File: src/design/aiwc_pkg.sv
// Package of register offsets, fields and codes for the input/reference/window block
package aiwc_pkg;
    localparam logic [7:0] SEL_OFFS      = 8'hBB;
    localparam logic [7:0] GT_LOW_OFFS   = 8'hC3;
    localparam logic [7:0] GT_HIGH_OFFS  = 8'hC4;
    localparam logic [7:0] LT_LOW_OFFS   = 8'hC5;
    localparam logic [7:0] LT_HIGH_OFFS  = 8'hC6;
    localparam logic [7:0] REFCTL_OFFS   = 8'hD1;
    localparam logic [7:0] STATUS_OFFS   = 8'hE8;
    localparam logic [7:0] SEL_RESET     = 8'h80;
    localparam logic [2:0] SEL_FIXED_TOP = 3'h4;
    localparam logic [7:0] GT_RESET      = 8'hFF;
    localparam logic [7:0] LT_RESET      = 8'h00;
    localparam logic [7:0] REFCTL_RESET  = 8'h00;
    localparam int         REF_GAIN_BIT  = 7;
    localparam int         REF_OVR_BIT   = 4;
    localparam int         REF_SEL_BIT   = 3;
    localparam int         REF_TEMP_BIT  = 2;
    localparam int         REF_BIAS_BIT  = 1;
    localparam int         REF_BUF_BIT   = 0;
    localparam int         STAT_FLAG_BIT = 0;
    localparam logic [4:0] CH_P3_0       = 5'h10;
    localparam logic [4:0] CH_P0_FIRST   = 5'h11;
    localparam logic [4:0] CH_P0_LAST    = 5'h14;
    localparam logic [4:0] CH_TEMP       = 5'h1E;
    localparam logic [4:0] CH_SUPPLY     = 5'h1F;
    localparam logic [13:0] TOFF_HIGH_ADDR = 14'h3FFB;
    localparam logic [13:0] TOFF_LOW_ADDR  = 14'h3FFA;
    typedef enum logic [1:0] {
        AIWC_REF_PIN    = 2'b00,
        AIWC_REF_SUPPLY = 2'b01,
        AIWC_REF_CORE   = 2'b10
    } aiwc_ref_t;
    typedef enum logic [2:0] {
        AIWC_SRC_PORT1   = 3'b000,
        AIWC_SRC_PORT2   = 3'b001,
        AIWC_SRC_PORT3   = 3'b010,
        AIWC_SRC_PORT0   = 3'b011,
        AIWC_SRC_TEMP    = 3'b100,
        AIWC_SRC_SUPPLY  = 3'b101,
        AIWC_SRC_RESERVE = 3'b110
    } aiwc_src_t;
endpackage

File: src/design/aiwc_top.sv
// Input select, reference control and window compare logic around a 10-bit converter
`timescale 1ns/1ps
// Notes on behaviour
// Lower-limit low byte: 8-bit read/write, resets to zero.
// Inside mode: flag when greater-than limit < word < less-than limit.
// Outside mode: flag when word below lower or above upper boundary.
// Conversion words compare as 10-bit unsigned integers.
// Codes 0-7 pick port 1 pins, 8-15 pick port 2 pins.
// Code 16 picks port 3 pin 0; 17-20 pick port 0 pins 0,1,4,5.
// Code 30 temperature sensor, 31 supply, 21-29 reserved.
// Select register: code in bits 4:0, bits 7:5 read 100, reset 0x80.
// Temperature offset stored left-justified at two fixed code locations.
// Reference select 0 uses reference pin, 1 uses unregulated supply.
// Regulator override set uses core regulator regardless of select.
// Bias generator on when any user needs it or bias enable set.
// Buffer gain picks unity (1.2 V) or double (2.4 V) gain.
// Buffer enable drives on-chip reference onto the reference pin.
// Software sets converter port pins analog and crossbar-skipped.
// Inside or outside mode follows relative values of the two limits.
// Gain select is bit 7 of reference control; 0 double, 1 unity.
// Bits 4..0: override, ref select, sensor, bias, buffer; reset zero.
// Compare on each completed conversion; flag held until software clears.
// Limit word is high byte concatenated with low byte, result-justified.
module aiwc_top
    import aiwc_pkg::*;
#(
    parameter int          RES_BITS   = 10,
    parameter logic [7:0]  TOFF_HIGH  = 8'h00,
    parameter logic [7:0]  TOFF_LOW   = 8'h00
) (
    input  wire logic             clk_in,
    input  wire logic             rstn_in,
    input  wire logic [7:0]       sfr_addr_in,
    input  wire logic [7:0]       sfr_wdata_in,
    input  wire logic             sfr_wr_in,
    input  wire logic             sfr_rd_in,
    output logic      [7:0]       sfr_rdata_out,
    input  wire logic             conv_done_in,
    input  wire logic [15:0]      conv_word_in,
    input  wire logic             periph_bias_req_in,
    input  wire logic [13:0]      code_addr_in,
    output logic      [7:0]       code_data_out,
    output logic      [2:0]       input_source_out,
    output logic      [2:0]       input_pin_out,
    output logic      [1:0]       reference_source_out,
    output logic                  bias_on_out,
    output logic                  buffer_unity_gain_out,
    output logic                  buffer_drive_pin_out,
    output logic                  sensor_on_out,
    output logic                  window_compare_flag_out
);
    logic       rst_meta_q;
    logic       rst_sync_q;
    logic [4:0] chan_sel_q;
    logic [7:0] upper_low_q;
    logic [7:0] upper_high_q;
    logic [7:0] window_lower_limit_low_q;
    logic [7:0] window_lower_limit_high_q;
    logic [7:0] refctl_q;
    logic       flag_q;
    logic [2:0] src_q;
    logic [2:0] pin_q;
    logic [1:0] ref_q;
    logic       bias_q;
    logic [7:0] rdata_q;
    logic [7:0] code_q;

    // Reset released through two flops; asserts immediately
    always_ff @(posedge clk_in or negedge rstn_in) begin
        if (!rstn_in) begin
            rst_meta_q <= 1'b0;
            rst_sync_q <= 1'b0;
        end else begin
            rst_meta_q <= 1'b1;
            rst_sync_q <= rst_meta_q;
        end
    end
    wire rst_n = rst_sync_q;

    wire wr_sel   = sfr_wr_in && (sfr_addr_in == SEL_OFFS);
    wire wr_gtl   = sfr_wr_in && (sfr_addr_in == GT_LOW_OFFS);
    wire wr_gth   = sfr_wr_in && (sfr_addr_in == GT_HIGH_OFFS);
    wire wr_ltl   = sfr_wr_in && (sfr_addr_in == LT_LOW_OFFS);
    wire wr_lth   = sfr_wr_in && (sfr_addr_in == LT_HIGH_OFFS);
    wire wr_ref   = sfr_wr_in && (sfr_addr_in == REFCTL_OFFS);
    wire wr_stat  = sfr_wr_in && (sfr_addr_in == STATUS_OFFS);

    // Limit words share the result's justification; no realignment here
    wire [15:0] upper_word = {upper_high_q, upper_low_q};
    wire [15:0] lower_word = {window_lower_limit_high_q, window_lower_limit_low_q};
    // Unsigned compare over the full result word, so either justification works
    wire [15:0] conv_word  = conv_word_in;
    wire        above_gt   = conv_word > upper_word;
    wire        below_lt   = conv_word < lower_word;
    wire        inside_mode = lower_word > upper_word;
    wire        hit_inside  = above_gt && below_lt;
    wire        hit_outside = (conv_word < lower_word) || (conv_word > upper_word);
    wire        window_hit  = inside_mode ? hit_inside : hit_outside;
    wire        flag_set    = conv_done_in && window_hit;
    wire        flag_clr    = wr_stat && !sfr_wdata_in[STAT_FLAG_BIT];

    always_ff @(posedge clk_in or negedge rst_n) begin
        if (!rst_n) begin
            chan_sel_q <= SEL_RESET[4:0];
        end else if (wr_sel) begin
            chan_sel_q <= sfr_wdata_in[4:0];
        end
    end

    // Limits reset to an empty outside window, so nothing flags until programmed
    always_ff @(posedge clk_in or negedge rst_n) begin
        if (!rst_n) begin
            upper_low_q               <= GT_RESET;
            upper_high_q              <= GT_RESET;
            window_lower_limit_low_q  <= LT_RESET;
            window_lower_limit_high_q <= LT_RESET;
        end else begin
            if (wr_gtl) upper_low_q <= sfr_wdata_in;
            if (wr_gth) upper_high_q <= sfr_wdata_in;
            if (wr_ltl) window_lower_limit_low_q <= sfr_wdata_in;
            if (wr_lth) window_lower_limit_high_q <= sfr_wdata_in;
        end
    end

    // Bits 6:5 unused and kept zero
    always_ff @(posedge clk_in or negedge rst_n) begin
        if (!rst_n) begin
            refctl_q <= REFCTL_RESET;
        end else if (wr_ref) begin
            refctl_q <= sfr_wdata_in & 8'h9F;
        end
    end

    // Set wins over a same-cycle software clear
    always_ff @(posedge clk_in or negedge rst_n) begin
        if (!rst_n) begin
            flag_q <= 1'b0;
        end else if (flag_set) begin
            flag_q <= 1'b1;
        end else if (flag_clr) begin
            flag_q <= 1'b0;
        end
    end

    // Channel decode
    logic [2:0] src_d;
    logic [2:0] pin_d;
    always_comb begin
        src_d = AIWC_SRC_RESERVE;
        pin_d = 3'h0;
        if (chan_sel_q[4:3] == 2'b00) begin
            src_d = AIWC_SRC_PORT1;
            pin_d = chan_sel_q[2:0];
        end else if (chan_sel_q[4:3] == 2'b01) begin
            src_d = AIWC_SRC_PORT2;
            pin_d = chan_sel_q[2:0];
        end else if (chan_sel_q == CH_P3_0) begin
            src_d = AIWC_SRC_PORT3;
        end else if (chan_sel_q >= CH_P0_FIRST && chan_sel_q <= CH_P0_LAST) begin
            src_d = AIWC_SRC_PORT0;
            case (chan_sel_q - CH_P0_FIRST)
                5'h0: pin_d = 3'h0;
                5'h1: pin_d = 3'h1;
                5'h2: pin_d = 3'h4;
                default: pin_d = 3'h5;
            endcase
        end else if (chan_sel_q == CH_TEMP) begin
            src_d = AIWC_SRC_TEMP;
        end else if (chan_sel_q == CH_SUPPLY) begin
            src_d = AIWC_SRC_SUPPLY;
        end
    end

    // Override beats the pin/supply choice
    wire [1:0] ref_d = refctl_q[REF_OVR_BIT] ? AIWC_REF_CORE :
                       (refctl_q[REF_SEL_BIT] ? AIWC_REF_SUPPLY : AIWC_REF_PIN);
    // Converter and sensor count as bias users here
    wire       bias_d = refctl_q[REF_BIAS_BIT] || periph_bias_req_in ||
                        refctl_q[REF_TEMP_BIT];

    wire [7:0] rd_mux =
        (sfr_addr_in == SEL_OFFS)     ? {SEL_FIXED_TOP, chan_sel_q} :
        (sfr_addr_in == GT_LOW_OFFS)  ? upper_low_q :
        (sfr_addr_in == GT_HIGH_OFFS) ? upper_high_q :
        (sfr_addr_in == LT_LOW_OFFS)  ? window_lower_limit_low_q :
        (sfr_addr_in == LT_HIGH_OFFS) ? window_lower_limit_high_q :
        (sfr_addr_in == REFCTL_OFFS)  ? refctl_q :
        (sfr_addr_in == STATUS_OFFS)  ? {7'h00, flag_q} : 8'h00;

    // Calibration offset left-justified in code bytes 0x3FFB and 0x3FFA
    wire [7:0] code_d = (code_addr_in == TOFF_HIGH_ADDR) ? TOFF_HIGH :
                        (code_addr_in == TOFF_LOW_ADDR)  ? {TOFF_LOW[7:6], 6'h00} : 8'h00;

    always_ff @(posedge clk_in or negedge rst_n) begin
        if (!rst_n) begin
            src_q  <= AIWC_SRC_PORT1;
            pin_q  <= 3'h0;
            ref_q  <= AIWC_REF_PIN;
            bias_q <= 1'b0;
        end else begin
            src_q  <= src_d;
            pin_q  <= pin_d;
            ref_q  <= ref_d;
            bias_q <= bias_d;
        end
    end

    // Read data holds until the next read strobe
    always_ff @(posedge clk_in or negedge rst_n) begin
        if (!rst_n) begin
            rdata_q <= 8'h00;
            code_q  <= 8'h00;
        end else begin
            code_q <= code_d;
            if (sfr_rd_in) rdata_q <= rd_mux;
        end
    end

    assign sfr_rdata_out           = rdata_q;
    assign code_data_out           = code_q;
    assign input_source_out        = src_q;
    assign input_pin_out           = pin_q;
    assign reference_source_out    = ref_q;
    assign bias_on_out             = bias_q;
    assign buffer_unity_gain_out   = refctl_q[REF_GAIN_BIT];
    assign buffer_drive_pin_out    = refctl_q[REF_BUF_BIT];
    assign sensor_on_out           = refctl_q[REF_TEMP_BIT];
    assign window_compare_flag_out = flag_q;
endmodule

File: config.mk
export PLATFORM = sky130hd
export DESIGN_NAME = aiwc_top
export DESIGN_NICKNAME = d
export VERILOG_FILES = /design/src/design/aiwc_pkg.sv /design/src/design/aiwc_top.sv
export SDC_FILE = /design/constraint.sdc
export NUM_CORES = 1
export LEC_CHECK = 0
export BUFFER_PORTS_ARGS = -buffer_cell sky130_fd_sc_hd__buf_2
export CORE_ASPECT_RATIO = 1.1
export CORE_MARGIN = 2
export CORE_UTILIZATION = 50
export CTS_CLUSTER_DIAMETER = 200
export DETAILED_ROUTE_END_ITERATION = 8
export PLACE_DENSITY_LB_ADDON = 0.1
export SETUP_SLACK_MARGIN = 0.5
export SYNTH_ARGS = -nofsm -noshare
export SYNTH_HDL_FRONTEND = slang
export SYNTH_SLANG_ARGS = --single-unit
File: constraint.sdc
create_clock -name clk_in -period 2.1 [get_ports clk_in]
set_input_delay 0.42 -clock clk_in [delete_from_list [all_inputs] [get_ports clk_in]]
set_output_delay 0.42 -clock clk_in [all_outputs]
set_load 0.01 [all_outputs]
After elaboration in Yosys (flattened, before gate mapping). Index checks and enable logic that the tools add are counted.

Add/subtract/negate cells: 1. $lt $le $gt $ge: 5. Eq/ne operators: 13. Muxes and demuxes: 23. Reduce and logical (&&, ||, !) cells: 18.

Operators with widths (number): == test 8 bit, second input constant (7); 2-to-1 mux 8 bit (6); > comparator 16 bit (2); 2-to-1 mux 3 bit (8); less-than comparator 16 bit (1); == test 5 bit, second input constant (3); logical AND 1 bit (11); one-hot mux 3 bit (3 select lines) (1); 2-to-1 mux 2 bit (3); == test 5 x 1 -> 1 bit, second input constant (1); == test 5 x 2 -> 1 bit, second input constant (1); greater-or-equal comparator 5 bit, second input constant (1); less-or-equal comparator 5 bit, second input constant (1); zero test 5 bit (1); 2-to-1 mux 1 bit (5); subtractor 5 bit, second input constant (1); logical OR 1 bit (3); == test 2 x 1 -> 1 bit, second input constant (1); zero test 2 bit (1); nonzero test 2 bit (1); zero test 1 bit (1).

Flip-flop bits (word level): 63. Input bits: 52. Output and inout bits: 29. Word-level logic and storage cells: 74.

Logic depth before layout (Yosys ltp). Gate-level depths: netlist (run 1).

Depth after elaboration: 8. Gate-level depth with buffers: 9. Gate-level depth less buffers: 9.

Worst setup path after synthesis (run 1). Ideal clock, no wire load.

Kind: register -> register. Start point: register upper_high_q[3]. End point: register flag_q, in the netlist window_compare_flag_out. Library setup time: 124 ps. Arrival time: 2007 ps. Data required time: 1976 ps. Slack: -31 ps. Stages on the path, launching flop included: 9. Buffers on the path: 0. Clock period less this slack: 2131 ps. Path through: dfstp_2 inv_1 ha_1 a21o_1 a2111oi_0 o31ai_1 o21ai_1 a311oi_1 a211o_1.

Longest elaborated chain between the ends: 5. Elaborated cells between the ends (all ways): 8. Those cells by class: order compare: 2; mux: 2; reduce/logical: 4.

RTL lines: from (decl) (RTL line aiwc_top.sv:56) `logic [7:0] upper_high_q;`; from (signal assigned) (RTL line aiwc_top.sv:119) `if (wr_gth) upper_high_q <= sfr_wdata_in;`; > comparator 16 bit (RTL line aiwc_top.sv:93, aiwc_top.sv:97); logical OR 1 bit / logical AND 1 bit (equally long branches) (RTL line aiwc_top.sv:97, aiwc_top.sv:96); 2-to-1 mux 1 bit * (RTL line aiwc_top.sv:98) `wire window_hit = inside_mode ? hit_inside : hit_outside;`; logical AND 1 bit * (RTL line aiwc_top.sv:99) `wire flag_set = conv_done_in && window_hit;`; 2-to-1 mux 1 bit / nonzero test 2 bit (equally long branches); to (signal assigned) (RTL line aiwc_top.sv:137) `flag_q <= 1'b0;`; to (signal assigned) (RTL line aiwc_top.sv:139) `flag_q <= 1'b1;`; to (signal assigned) (RTL line aiwc_top.sv:141) `flag_q <= 1'b0;`; to (decl) (RTL line aiwc_top.sv:60) `logic flag_q;`.

Mark *: on every way between the ends. The rest lies on a longest branch, timed or not. A chain may end at the register's enable or synchronous reset.

Worst setup path after layout (run 1).
Start point: register upper_high_q[1]. End point: register flag_q, in the netlist window_compare_flag_out.

Same word-level chain as after synthesis.

==> impl_metrics.env, run 1 <==
export IMPL_run_status="complete, but fails checks"
export IMPL_failing_checks="setup timing"
export IMPL_path_max_fanout=2
export IMPL_starting_utilization_of_the_core_area_pct=51.7
export IMPL_finalMaxSlewViolations=0
export IMPL_yosysSeqAreaShare_pct=38.8
export IMPL_critPathKind="reg2reg"
export IMPL_initialDrtViolationCount=144
export IMPL_fillCellCount=667
export IMPL_r2r_end="window_compare_flag_out"
export IMPL_tritoncts="done"
export IMPL_ctsHtreeMaxLevel=3
export IMPL_area_added_between_synthesis_and_finish_pct=23.4
export IMPL_first_global_vias=3353
export IMPL_synthesis_area_per_instance_um2=10.3
export IMPL_gp_routability_congestion=0.917
export IMPL_layout_min_cycle_time_ns=2.13
export IMPL_final_hpwl_dp_um=7830
export IMPL_detailroute_via_count=3253
export IMPL_final_routed_wirelength_across_all_metal_layers_um=10200
export IMPL_hold_path_class="reg2async"
export IMPL_rsz0062_at_grt="true"
export IMPL_avgRoutedWirePerCell_um=17.1
export IMPL_cts_inserted_buffers=9
export IMPL_core_rowCount=34
export IMPL_fin_tns_setup_ns=-0.0305
export IMPL_initial_antenna_violation_count=0
export IMPL_largest_buffer_count_on_any_clock_path=2
export IMPL_worst_r2r_startpoint="upper_high_q[1]"
export IMPL_clock_latency_ns=0.34
export IMPL_drt_pass1_iterations=4
export IMPL_die_area_mm2=0.00897
export IMPL_synth_edf_count=0
export IMPL_mappedNetlistArea_mm2=0.00412
export IMPL_rr_worst_depth=9
export IMPL_ir_drop_uv=411
export IMPL_clock_root_buffer="clkbuf_8"
export IMPL_die_width_um=90.5
export IMPL_grt_start_max_net_pins=62
export IMPL_clock_fmax_mhz=469
export IMPL_synth_main_ff_cell="dfrtp_1"
export IMPL_post_place_ws_ns=-0.0748
export IMPL_height_of_the_die_um=99.2
export IMPL_layout_nets=581
export IMPL_ys_async_sr_fraction_pct=100
export IMPL_detail_route_drc_violations=0
export IMPL_grt_overflow_total=0
export IMPL_core_mm2=0.00796
export IMPL_grt_util_all_layers_pct=23.8
export IMPL_setup_viol=1
export IMPL_clk_pin_slew_worst_paths_ns=0.07
export IMPL_io_pins=81
export IMPL_synthesis_yosys_warnings=0
export IMPL_antenna_violating_nets_post_route=0
export IMPL_category_of_the_worst_setup_path_launch_point="register"
export IMPL_setup_slack_ns=-0.0305
export IMPL_data_required_time_at_the_worst_endpoint_ns=2.33
export IMPL_clock_sinks=63
export IMPL_power_leakage_nw=2.37
export IMPL_place_port_buffers=58
export IMPL_global_route_wire_length_before_repair_um=16800
export IMPL_final_min_period_over_clock_period_pct=101
export IMPL_signal_arrival_time_at_the_worst_endpoint_ns=2.36
export IMPL_drive_gt1_share_pct=41.1
export IMPL_max_cap_violations=0
export IMPL_timing_final_hold_violations=0
export IMPL_ff2ff_setup_slack_ns=-0.03
export IMPL_netlist_cell_type_count=53
export IMPL_post_synth_inst_count=399
export IMPL_capturing_element_type_of_the_critical_path="register"
export IMPL_clock_skew_final_ns=0.00609
export IMPL_n_antenna_cell=0
export IMPL_via_per_inst=5.47
export IMPL_powerDensity_mw_per_mm2=557
export IMPL_synth_seq_cells=63
==> what timing repair did <==
item / in CTS / in global routing
setup endpoints to repair: 3 / 25
hold buffers: 1 / 0
gates cloned: 0 / 0
buffers inserted: 2 / 4
hold endpoints to repair: 2 / 0
pin swaps: 8 / 15
resized for setup: 5 / 36
==> sequential cells by signal, summed over array words and instances (netlist names) <==
register / cells
input_pin_out: 3
window_lower_limit_high_q: 8
rst_n: 1
upper_high_q: 8
rst_meta_q: 1
bias_on_out: 1
window_lower_limit_low_q: 8
sfr_rdata_out: 8
window_compare_flag_out: 1
input_source_out: 3
chan_sel_q: 5
refctl_q: 6
reference_source_out: 2
upper_low_q: 8
==> per-stage QoR <==
| step | total power, mW | hold slack (ns) | std cells | util, % | area [µm²] |
|---|---|---|---|---|---|
| 2_1_floorplan | 1.69 | 0.124 | 406 | - | 4220 |
| 3_3_place_gp | 1.86 | 0.205 | 572 | 58.9 | 4680 |
| 3_5_place_dp | 1.88 | 0.207 | 572 | 58.9 | 4680 |
| 4_1_cts | 2.81 | 0.252 | 591 | 61.6 | 4900 |
| 5_1_grt | 2.98 | 0.272 | 595 | 63.8 | 5080 |
| 6_report | 2.83 | 0.253 | 595 | 63.8 | 5080 |
==> cell usage after synthesis, types with 2 or more instances <==
library cell / instances / share of area (%)
conb_1: 2 / 0.18
mux2_1: 3 / 0.82
nor2b_1: 7 / 1.1
or3_1: 2 / 0.30
o21ai_0: 17 / 2.1
nand4_1: 7 / 1.1
a22oi_1: 2 / 0.36
nor3_1: 4 / 0.49
inv_1: 41 / 3.7
clkbuf_1: 6 / 0.55
o22ai_1: 2 / 0.30
o211ai_1: 5 / 0.91
nand3_1: 10 / 1.2
o21ai_1: 5 / 0.61
dfstp_2: 16 / 10
mux2_2: 25 / 6.8
dfrtp_1: 47 / 29
nand4b_1: 2 / 0.43
buf_2: 4 / 0.49
a221oi_1: 3 / 0.64
and3_1: 4 / 0.61
mux2_4: 16 / 5.8
buf_4: 8 / 1.5
a211oi_1: 3 / 0.55
nand2_1: 22 / 2.0
nor2_1: 20 / 1.8
o221ai_1: 2 / 0.43
ha_1: 47 / 14
nand3_4: 3 / 1.3
a31oi_1: 3 / 0.46
mux2i_1: 5 / 1.2
a21oi_1: 30 / 3.6
a21o_1: 6 / 1.1
==> kinds of logic after synthesis <==
group | after synthesis | share of synthesized area, %
DFF | 63 | 38.8
xor gates and xnor gates | 1 | 0.213
adders and majority gates | 47 | 14.3
buffers and inverters | 60 | 6.51
AOI/OAI and AO/OA | 88 | 13.2
other | 2 | 0.182
muxes | 49 | 14.7
and+or+nand+nor | 89 | 12.1
==> critical path, stage by stage (launching register included) <==
cell and delay (ns):
dfstp_2 0.55, inv_2 0.06, buf_4 0.12, ha_1 0.28, nand3_1 0.09, nor3_2 0.26, a211oi_1 0.10, o22ai_2 0.19
a211oi_1 0.10, a211o_1 0.27
==> worst max-delay path by stage <==
stage,startpoint,to,slack (ns),cells past startpoint
2_1_floorplan,upper_high_q[1],window_compare_flag_out,0.14,9
3_3_place_gp,upper_high_q[1],window_compare_flag_out,-0.05,9
3_5_place_dp,upper_high_q[4],window_compare_flag_out,-0.07,8
4_1_cts,upper_high_q[2],window_compare_flag_out,-0.04,9
5_1_grt,upper_low_q[5],window_compare_flag_out,-0.11,9
6_report,upper_high_q[1],window_compare_flag_out,-0.03,9
==> cells in the final DEF, fill, tap and decap left out, types with 3 or more instances in the layout <==
master	count
a21oi_2	5
buf_2	55
mux2_2	25
clkinv_2	3
nand2_1	20
inv_2	4
a21o_1	6
a211oi_1	3
mux2_4	16
ha_1	41
nor2_2	4
inv_1	37
o21ai_1	5
conb_1	9
nand4_1	7
a21oi_1	25
nor2_1	16
o211ai_1	5
o21ai_0	15
buf_4	23
nor2b_1	6
nand3_4	4
mux2i_1	5
ha_4	6
clkbuf_8	10
dfrtp_1	46
a221oi_2	3
dfstp_2	16
and3_4	3
nand3_1	8
mux2_1	3
==> routing by layer <==
layer	vias up	part of all wire, %	track usage [%]
met2	75	50	41.3
met1	1570	44	30.7
met4	0	2.2	9.47
li1	1591	-	-
met5	-	0	0
met3	17	3.1	2.65
==> area by class of cell <==
cell class                      count  area, µm²  share of cell area [%]
Clock buffer                       12        145                    2.86
Clock inverter                      4       22.5                   0.443
Inverter                           41        154                    3.03
Multi-Input combinational cell    283       2490                    49.1
Sequential cell                    63       1600                    31.5
Tap cell                          108        135                    2.66
Timing Repair Buffer               84        531                    10.4
==> power by group <==
| part | leakage [nW] | internal, mW | switching [mW] | total [mW] |
|---|---|---|---|---|
| Combinational | 1.48 | 0.272 | 0.314 | 0.586 |
| Clock | 0.0861 | 0.455 | 0.456 | 0.910 |
| Sequential | 0.798 | 1.28 | 0.0547 | 1.34 |
| Total | 2.37 | 2.01 | 0.824 | 2.83 |
Note: power is estimated with default switching activity, not from simulation.
==> run 2: changes to the inputs <==
SETUP_SLACK_MARGIN = 0.15   (was 0.5)
clock period = 2.54 ns   (was 2.1 ns; I/O delays follow)
==> impl_metrics.env, run 2 (synthesis results as in run 1) <==
export IMPL_gp_routability_congestion=0.920
export IMPL_pwr_share_comb_pct=17.1
export IMPL_antenna_violating_nets_post_route=0
export IMPL_final_cell_mix="58 x buf_2, 47 x ha_1, 46 x dfrtp_1"
export IMPL_share_clk_of_total_power_pct=37.3
export IMPL_cell_internal_pwr_mw=1.74
export IMPL_drive_gt1_share_pct=31.3
export IMPL_avgRoutedWirePerCell_um=17.0
export IMPL_category_of_the_worst_setup_path_launch_point="register"
export IMPL_ir_drop_uv=308
export IMPL_capturing_element_type_of_the_critical_path="register"
export IMPL_finalMaxSlewViolations=0
export IMPL_power_leakage_nw=2.24
export IMPL_netSwitchingFraction_pct=27.8
export IMPL_sequentialPowerShare_pct=45.7
export IMPL_clock_sinks=63
export IMPL_tritoncts="done"
export IMPL_instances_no_fill=575
export IMPL_starting_utilization_of_the_core_area_pct=51.7
export IMPL_clock_latency_ns=0.34
export IMPL_global_route_peak_usage_layer="met2"
export IMPL_area_added_between_synthesis_and_finish_pct=15.0
export IMPL_crit_end="window_compare_flag_out"
export IMPL_finalHoldWorstSlack_ns=0.351
export IMPL_global_route_wire_length_before_repair_um=15900
export IMPL_drt_pass1_iterations=4
export IMPL_fillCellCount=679
export IMPL_core_mm2=0.00796
export IMPL_powerDensity_mw_per_mm2=510
export IMPL_initial_antenna_violation_count=0
export IMPL_total_area_of_sequential_cells_mm2=0.00160
export IMPL_clock_fmax_mhz=437
export IMPL_grt_use_met2_pct=37.2
export IMPL_grt_start_max_net_pins=62
export IMPL_place_port_buffers=58
export IMPL_cts_inserted_buffers=9
export IMPL_setup_viol=0
export IMPL_ctsHtreeMaxLevel=3
export IMPL_largest_buffer_count_on_any_clock_path=2
export IMPL_n_antenna_cell=0
export IMPL_signal_arrival_time_at_the_worst_endpoint_ns=2.51
export IMPL_clk_pin_slew_worst_paths_ns=0.07
export IMPL_r2r_end="window_compare_flag_out"
export IMPL_core_rowCount=34
export IMPL_clock_skew_final_ns=0.00787
export IMPL_met1_usage_pct=30.5
export IMPL_die_width_um=90.5
export IMPL_io_pins=81
export IMPL_grt_util_all_layers_pct=22.5
export IMPL_die_area_mm2=0.00897
export IMPL_data_required_time_at_the_worst_endpoint_ns=2.76
export IMPL_critical_path_startpoint="upper_high_q[3]"
export IMPL_clock_root_buffer="clkbuf_8"
export IMPL_slew_headroom_pct=49.0
export IMPL_height_of_the_die_um=99.2
export IMPL_post_place_cells=558
export IMPL_initialDrtViolationCount=189
export IMPL_final_routed_wirelength_across_all_metal_layers_um=9800
export IMPL_via_per_inst=5.51
export IMPL_timing_final_hold_violations=0
export IMPL_groute_layer_met3_usage_pct=3.56
export IMPL_max_cap_violations=0
export IMPL_rr_worst_depth=8
export IMPL_first_global_vias=3144
export IMPL_final_hpwl_dp_um=7690
export IMPL_fin_tns_setup_ns=0
export IMPL_detailroute_via_count=3168
export IMPL_grt_overflow_total=0
export IMPL_layout_min_cycle_time_ns=2.29
export IMPL_run_status="finished, final reports clean"
export IMPL_layout_commonest_cell="buf_2"
export IMPL_hold_path_class="in2reg"
export IMPL_p_switching_uw=672
export IMPL_layout_nets=561
export IMPL_worst_r2r_startpoint="upper_high_q[3]"
export IMPL_rsz0062_at_grt="false"
export IMPL_post_cts_setup_buffers=0
export IMPL_timing_worst_slew_pin_value_ns=0.765
export IMPL_area_occupied_by_multi_input_gates_mm2=0.00230
export IMPL_final_min_period_over_clock_period_pct=90.0
export IMPL_critPathKind="reg2reg"
export IMPL_path_max_fanout=3
export IMPL_ff2ff_setup_slack_ns=0.25
export IMPL_detail_route_drc_violations=0
==> run 2: cell count changes in the layout (fill, tap and decap cells not counted), moves of 4 or more <==
cell / change
buf_4: -18
ha_1: +6
ha_4: -6
a21oi_1: +5
a21oi_2: -5
inv_1: +4
inv_2: -4
nor2_1: +4
nor2_2: -4
==> run 2: metrics by stage <==
step	setup slack (ns)	utilization (%)	instance area, µm²	power [mW]
3_5_place_dp	0.110	56.5	4490	1.52
5_1_grt	0.159	59.5	4730	2.53
4_1_cts	0.161	59.2	4710	2.42
3_3_place_gp	0.132	56.5	4490	1.51
2_1_floorplan	0.409	-	4140	1.38
6_report	0.254	59.5	4730	2.41
==> run 2: cell type report <==
class	count	area share, %
Clock buffer	11	3.20
Clock inverter	5	1.19
Inverter	41	3.25
Multi-Input combinational cell	283	48.6
Sequential cell	63	33.8
Tap cell	108	2.85
Timing Repair Buffer	64	7.14
==> run 2: worst max-delay path: stages, from the launching register on <==
cell	delay, ns
dfstp_2	0.55
inv_1	0.07
ha_1	0.29
a21o_1	0.21
a2111oi_4	0.36
o31ai_2	0.10
o21ai_1	0.18
a311oi_1	0.13
a211o_1	0.28
==> run 2: routing by layer <==
metal	wire length [µm]	vias to the layer above
li1	-	1550
met5	0	-
met1	4540	1526
met2	4690	78
met4	170	0
met3	400	14
==> run 2: power by group through the flow <==
stage                     Clock (mW)  Sequential, mW  Combinational (mW)
final                          0.900            1.10               0.412
after global routing           0.951            1.11               0.466
after CTS                      0.911            1.10               0.407
after detailed placement           0            1.12               0.403
after global placement             0            1.12               0.392
after floorplan                    0            1.12               0.263
==> run 2: worst min-delay path by stage <==
stage | end | from | slack (ns) | depth (start not counted)
6_report | bias_on_out | periph_bias_req_in | 0.35 | 2
5_1_grt | bias_on_out | periph_bias_req_in | 0.36 | 2
4_1_cts | bias_on_out | periph_bias_req_in | 0.35 | 2
3_5_place_dp | rst_meta_q | rstn_in | 0.29 | 1
3_3_place_gp | rst_meta_q | rstn_in | 0.29 | 1
2_1_floorplan | rst_meta_q | rstn_in | 0.21 | 0
==> run 2: timing repair <==
| action | CTS | global route |
|---|---|---|
| pin swaps | 1 | 2 |
| resized for setup | 1 | 3 |
| setup endpoints to repair | 1 | 1 |
| hold endpoints to repair | 2 | 0 |
| hold buffers | 1 | 0 |
==> run 3: changes to the inputs <==
MAX_ROUTING_LAYER = met4   (was default)
==> impl_metrics.env, run 3 (synthesis results as in run 1) <==
export IMPL_run_status="finished, final reports clean"
export IMPL_layout_nets=561
export IMPL_setup_viol=0
export IMPL_io_pins=81
export IMPL_crit_end="window_compare_flag_out"
export IMPL_grt_start_max_net_pins=62
export IMPL_global_route_peak_usage_layer="met2"
export IMPL_tritoncts="done"
export IMPL_clock_root_buffer="clkbuf_8"
export IMPL_cts_inserted_buffers=9
export IMPL_max_cap_violations=0
export IMPL_critical_path_slowest_cell="dfstp_2"
export IMPL_global_route_wire_length_before_repair_um=16200
export IMPL_die_area_mm2=0.00897
export IMPL_rr_worst_depth=8
export IMPL_layout_commonest_cell="buf_2"
export IMPL_final_min_period_over_clock_period_pct=90.5
export IMPL_ff2ff_setup_slack_ns=0.24
export IMPL_detailroute_via_count=3164
export IMPL_data_required_time_at_the_worst_endpoint_ns=2.76
export IMPL_instances_no_fill=575
export IMPL_drt_pass1_iterations=5
export IMPL_core_mm2=0.00796
export IMPL_starting_utilization_of_the_core_area_pct=51.7
export IMPL_power_mw=2.53
export IMPL_clk_pin_slew_worst_paths_ns=0.06
export IMPL_fin_tns_setup_ns=0
export IMPL_place_port_buffers=58
export IMPL_clock_skew_final_ns=0.00664
export IMPL_detail_route_drc_violations=0
export IMPL_timing_final_hold_violations=0
export IMPL_critical_path_startpoint="upper_high_q[3]"
export IMPL_grt_util_all_layers_pct=23.9
export IMPL_final_hpwl_dp_um=7780
export IMPL_crit_path_cell_trace="inv_1 -> ha_1 -> a21o_1 -> a2111oi_2 -> o31ai_2 -> o21ai_2 -> a311oi_1 -> a211o_1"
export IMPL_die_width_um=90.5
export IMPL_finalMaxSlewViolations=0
export IMPL_timing_worst_slew_pin_value_ns=0.764
export IMPL_fillCellCount=707
export IMPL_max_stage_delay_ns=0.54
export IMPL_total_area_of_sequential_cells_mm2=0.00160
export IMPL_clock_latency_ns=0.34
export IMPL_hold_path_class="in2reg"
export IMPL_ir_drop_uv=373
export IMPL_grt_use_met2_pct=38.1
export IMPL_worstPathBufferInverterCount=1
export IMPL_initial_antenna_violation_count=0
export IMPL_avgRoutedWirePerCell_um=17.3
export IMPL_via_per_inst=5.50
export IMPL_powerDensity_mw_per_mm2=532
export IMPL_n_antenna_cell=0
export IMPL_clock_sinks=63
export IMPL_r2r_end="window_compare_flag_out"
export IMPL_core_rowCount=34
export IMPL_category_of_the_worst_setup_path_launch_point="register"
export IMPL_total_stage_count_of_the_critical_path=8
export IMPL_layout_min_cycle_time_ns=2.30
export IMPL_antenna_violating_nets_post_route=0
export IMPL_first_global_vias=3188
export IMPL_ctsHtreeMaxLevel=3
export IMPL_largest_buffer_count_on_any_clock_path=2
export IMPL_gp_routability_congestion=0.977
export IMPL_signal_arrival_time_at_the_worst_endpoint_ns=2.52
export IMPL_slew_headroom_pct=49.1
export IMPL_grt_overflow_total=0
export IMPL_worst_r2r_startpoint="upper_high_q[3]"
export IMPL_crit_family="compound AO/OA/AOI/OAI gates"
export IMPL_height_of_the_die_um=99.2
export IMPL_dpl_instance_area_mm2=0.00449
export IMPL_met1_usage_pct=31.0
export IMPL_final_cell_mix="58 x buf_2, 47 x ha_1, 46 x dfrtp_1"
export IMPL_power_leakage_nw=2.25
export IMPL_area_added_between_synthesis_and_finish_pct=15.5
export IMPL_clock_fmax_mhz=435
export IMPL_drive_gt1_share_pct=31.5
export IMPL_path_max_fanout=3
export IMPL_final_routed_wirelength_across_all_metal_layers_um=9960
export IMPL_design_area_mm2=0.00475
export IMPL_initialDrtViolationCount=115
export IMPL_critPathKind="reg2reg"
export IMPL_rsz0062_at_grt="false"
export IMPL_capturing_element_type_of_the_critical_path="register"
export IMPL_groute_layer_met3_usage_pct=3.33
export IMPL_area_occupied_by_multi_input_gates_mm2=0.00229
export IMPL_post_place_cells=558
export IMPL_post_cts_setup_buffers=0
==> run 3: cell type report <==
type | instances | share of cell area (%)
well taps | 108 | 2.84
clock buffers | 13 | 3.55
flip-flops and latches | 63 | 33.6
multi-input cells | 283 | 48.3
inverters | 41 | 3.24
clock inverters | 3 | 1.37
repair buffers | 64 | 7.11
==> run 3: worst min path at each step <==
stage,to,slack (ns),start,cells past startpoint
detailed placement,rst_meta_q,0.30,rstn_in,1
global route,bias_on_out,0.36,periph_bias_req_in,2
global placement,rst_meta_q,0.29,rstn_in,1
finish,bias_on_out,0.35,periph_bias_req_in,2
CTS,bias_on_out,0.33,periph_bias_req_in,2
floorplan,rst_meta_q,0.21,rstn_in,0
==> run 3: where the power goes <==
part	switching (mW)	internal, mW
logic	0.235	0.180
clock network	0.379	0.632
registers	0.0458	1.06
total	0.659	1.87
==> run 3: routing by layer <==
metal  routed length (µm)  up-vias  part of all wire (%)
li1                     -     1552                     -
met3                  360       14                   3.6
met5                    0        -                     0
met2                 4780       76                    48
met1                 4610     1522                    46
met4                  210        0                   2.1
==> run 3: through the flow <==
step | util (%) | hold WS, ns | worst slack, ns
after floorplan | - | 0.212 | 0.409
after global placement | 56.5 | 0.292 | 0.129
after detailed placement | 56.5 | 0.296 | 0.113
after CTS | 59.5 | 0.335 | 0.157
after global routing | 59.8 | 0.357 | 0.114
final | 59.8 | 0.351 | 0.241
==> run 3: timing repair <==
action	4_1_cts	5_1_grt
endpoints found under the hold margin	2	0
resized for setup	0	5
hold buffers	1	0
endpoints found under the setup margin	0	1
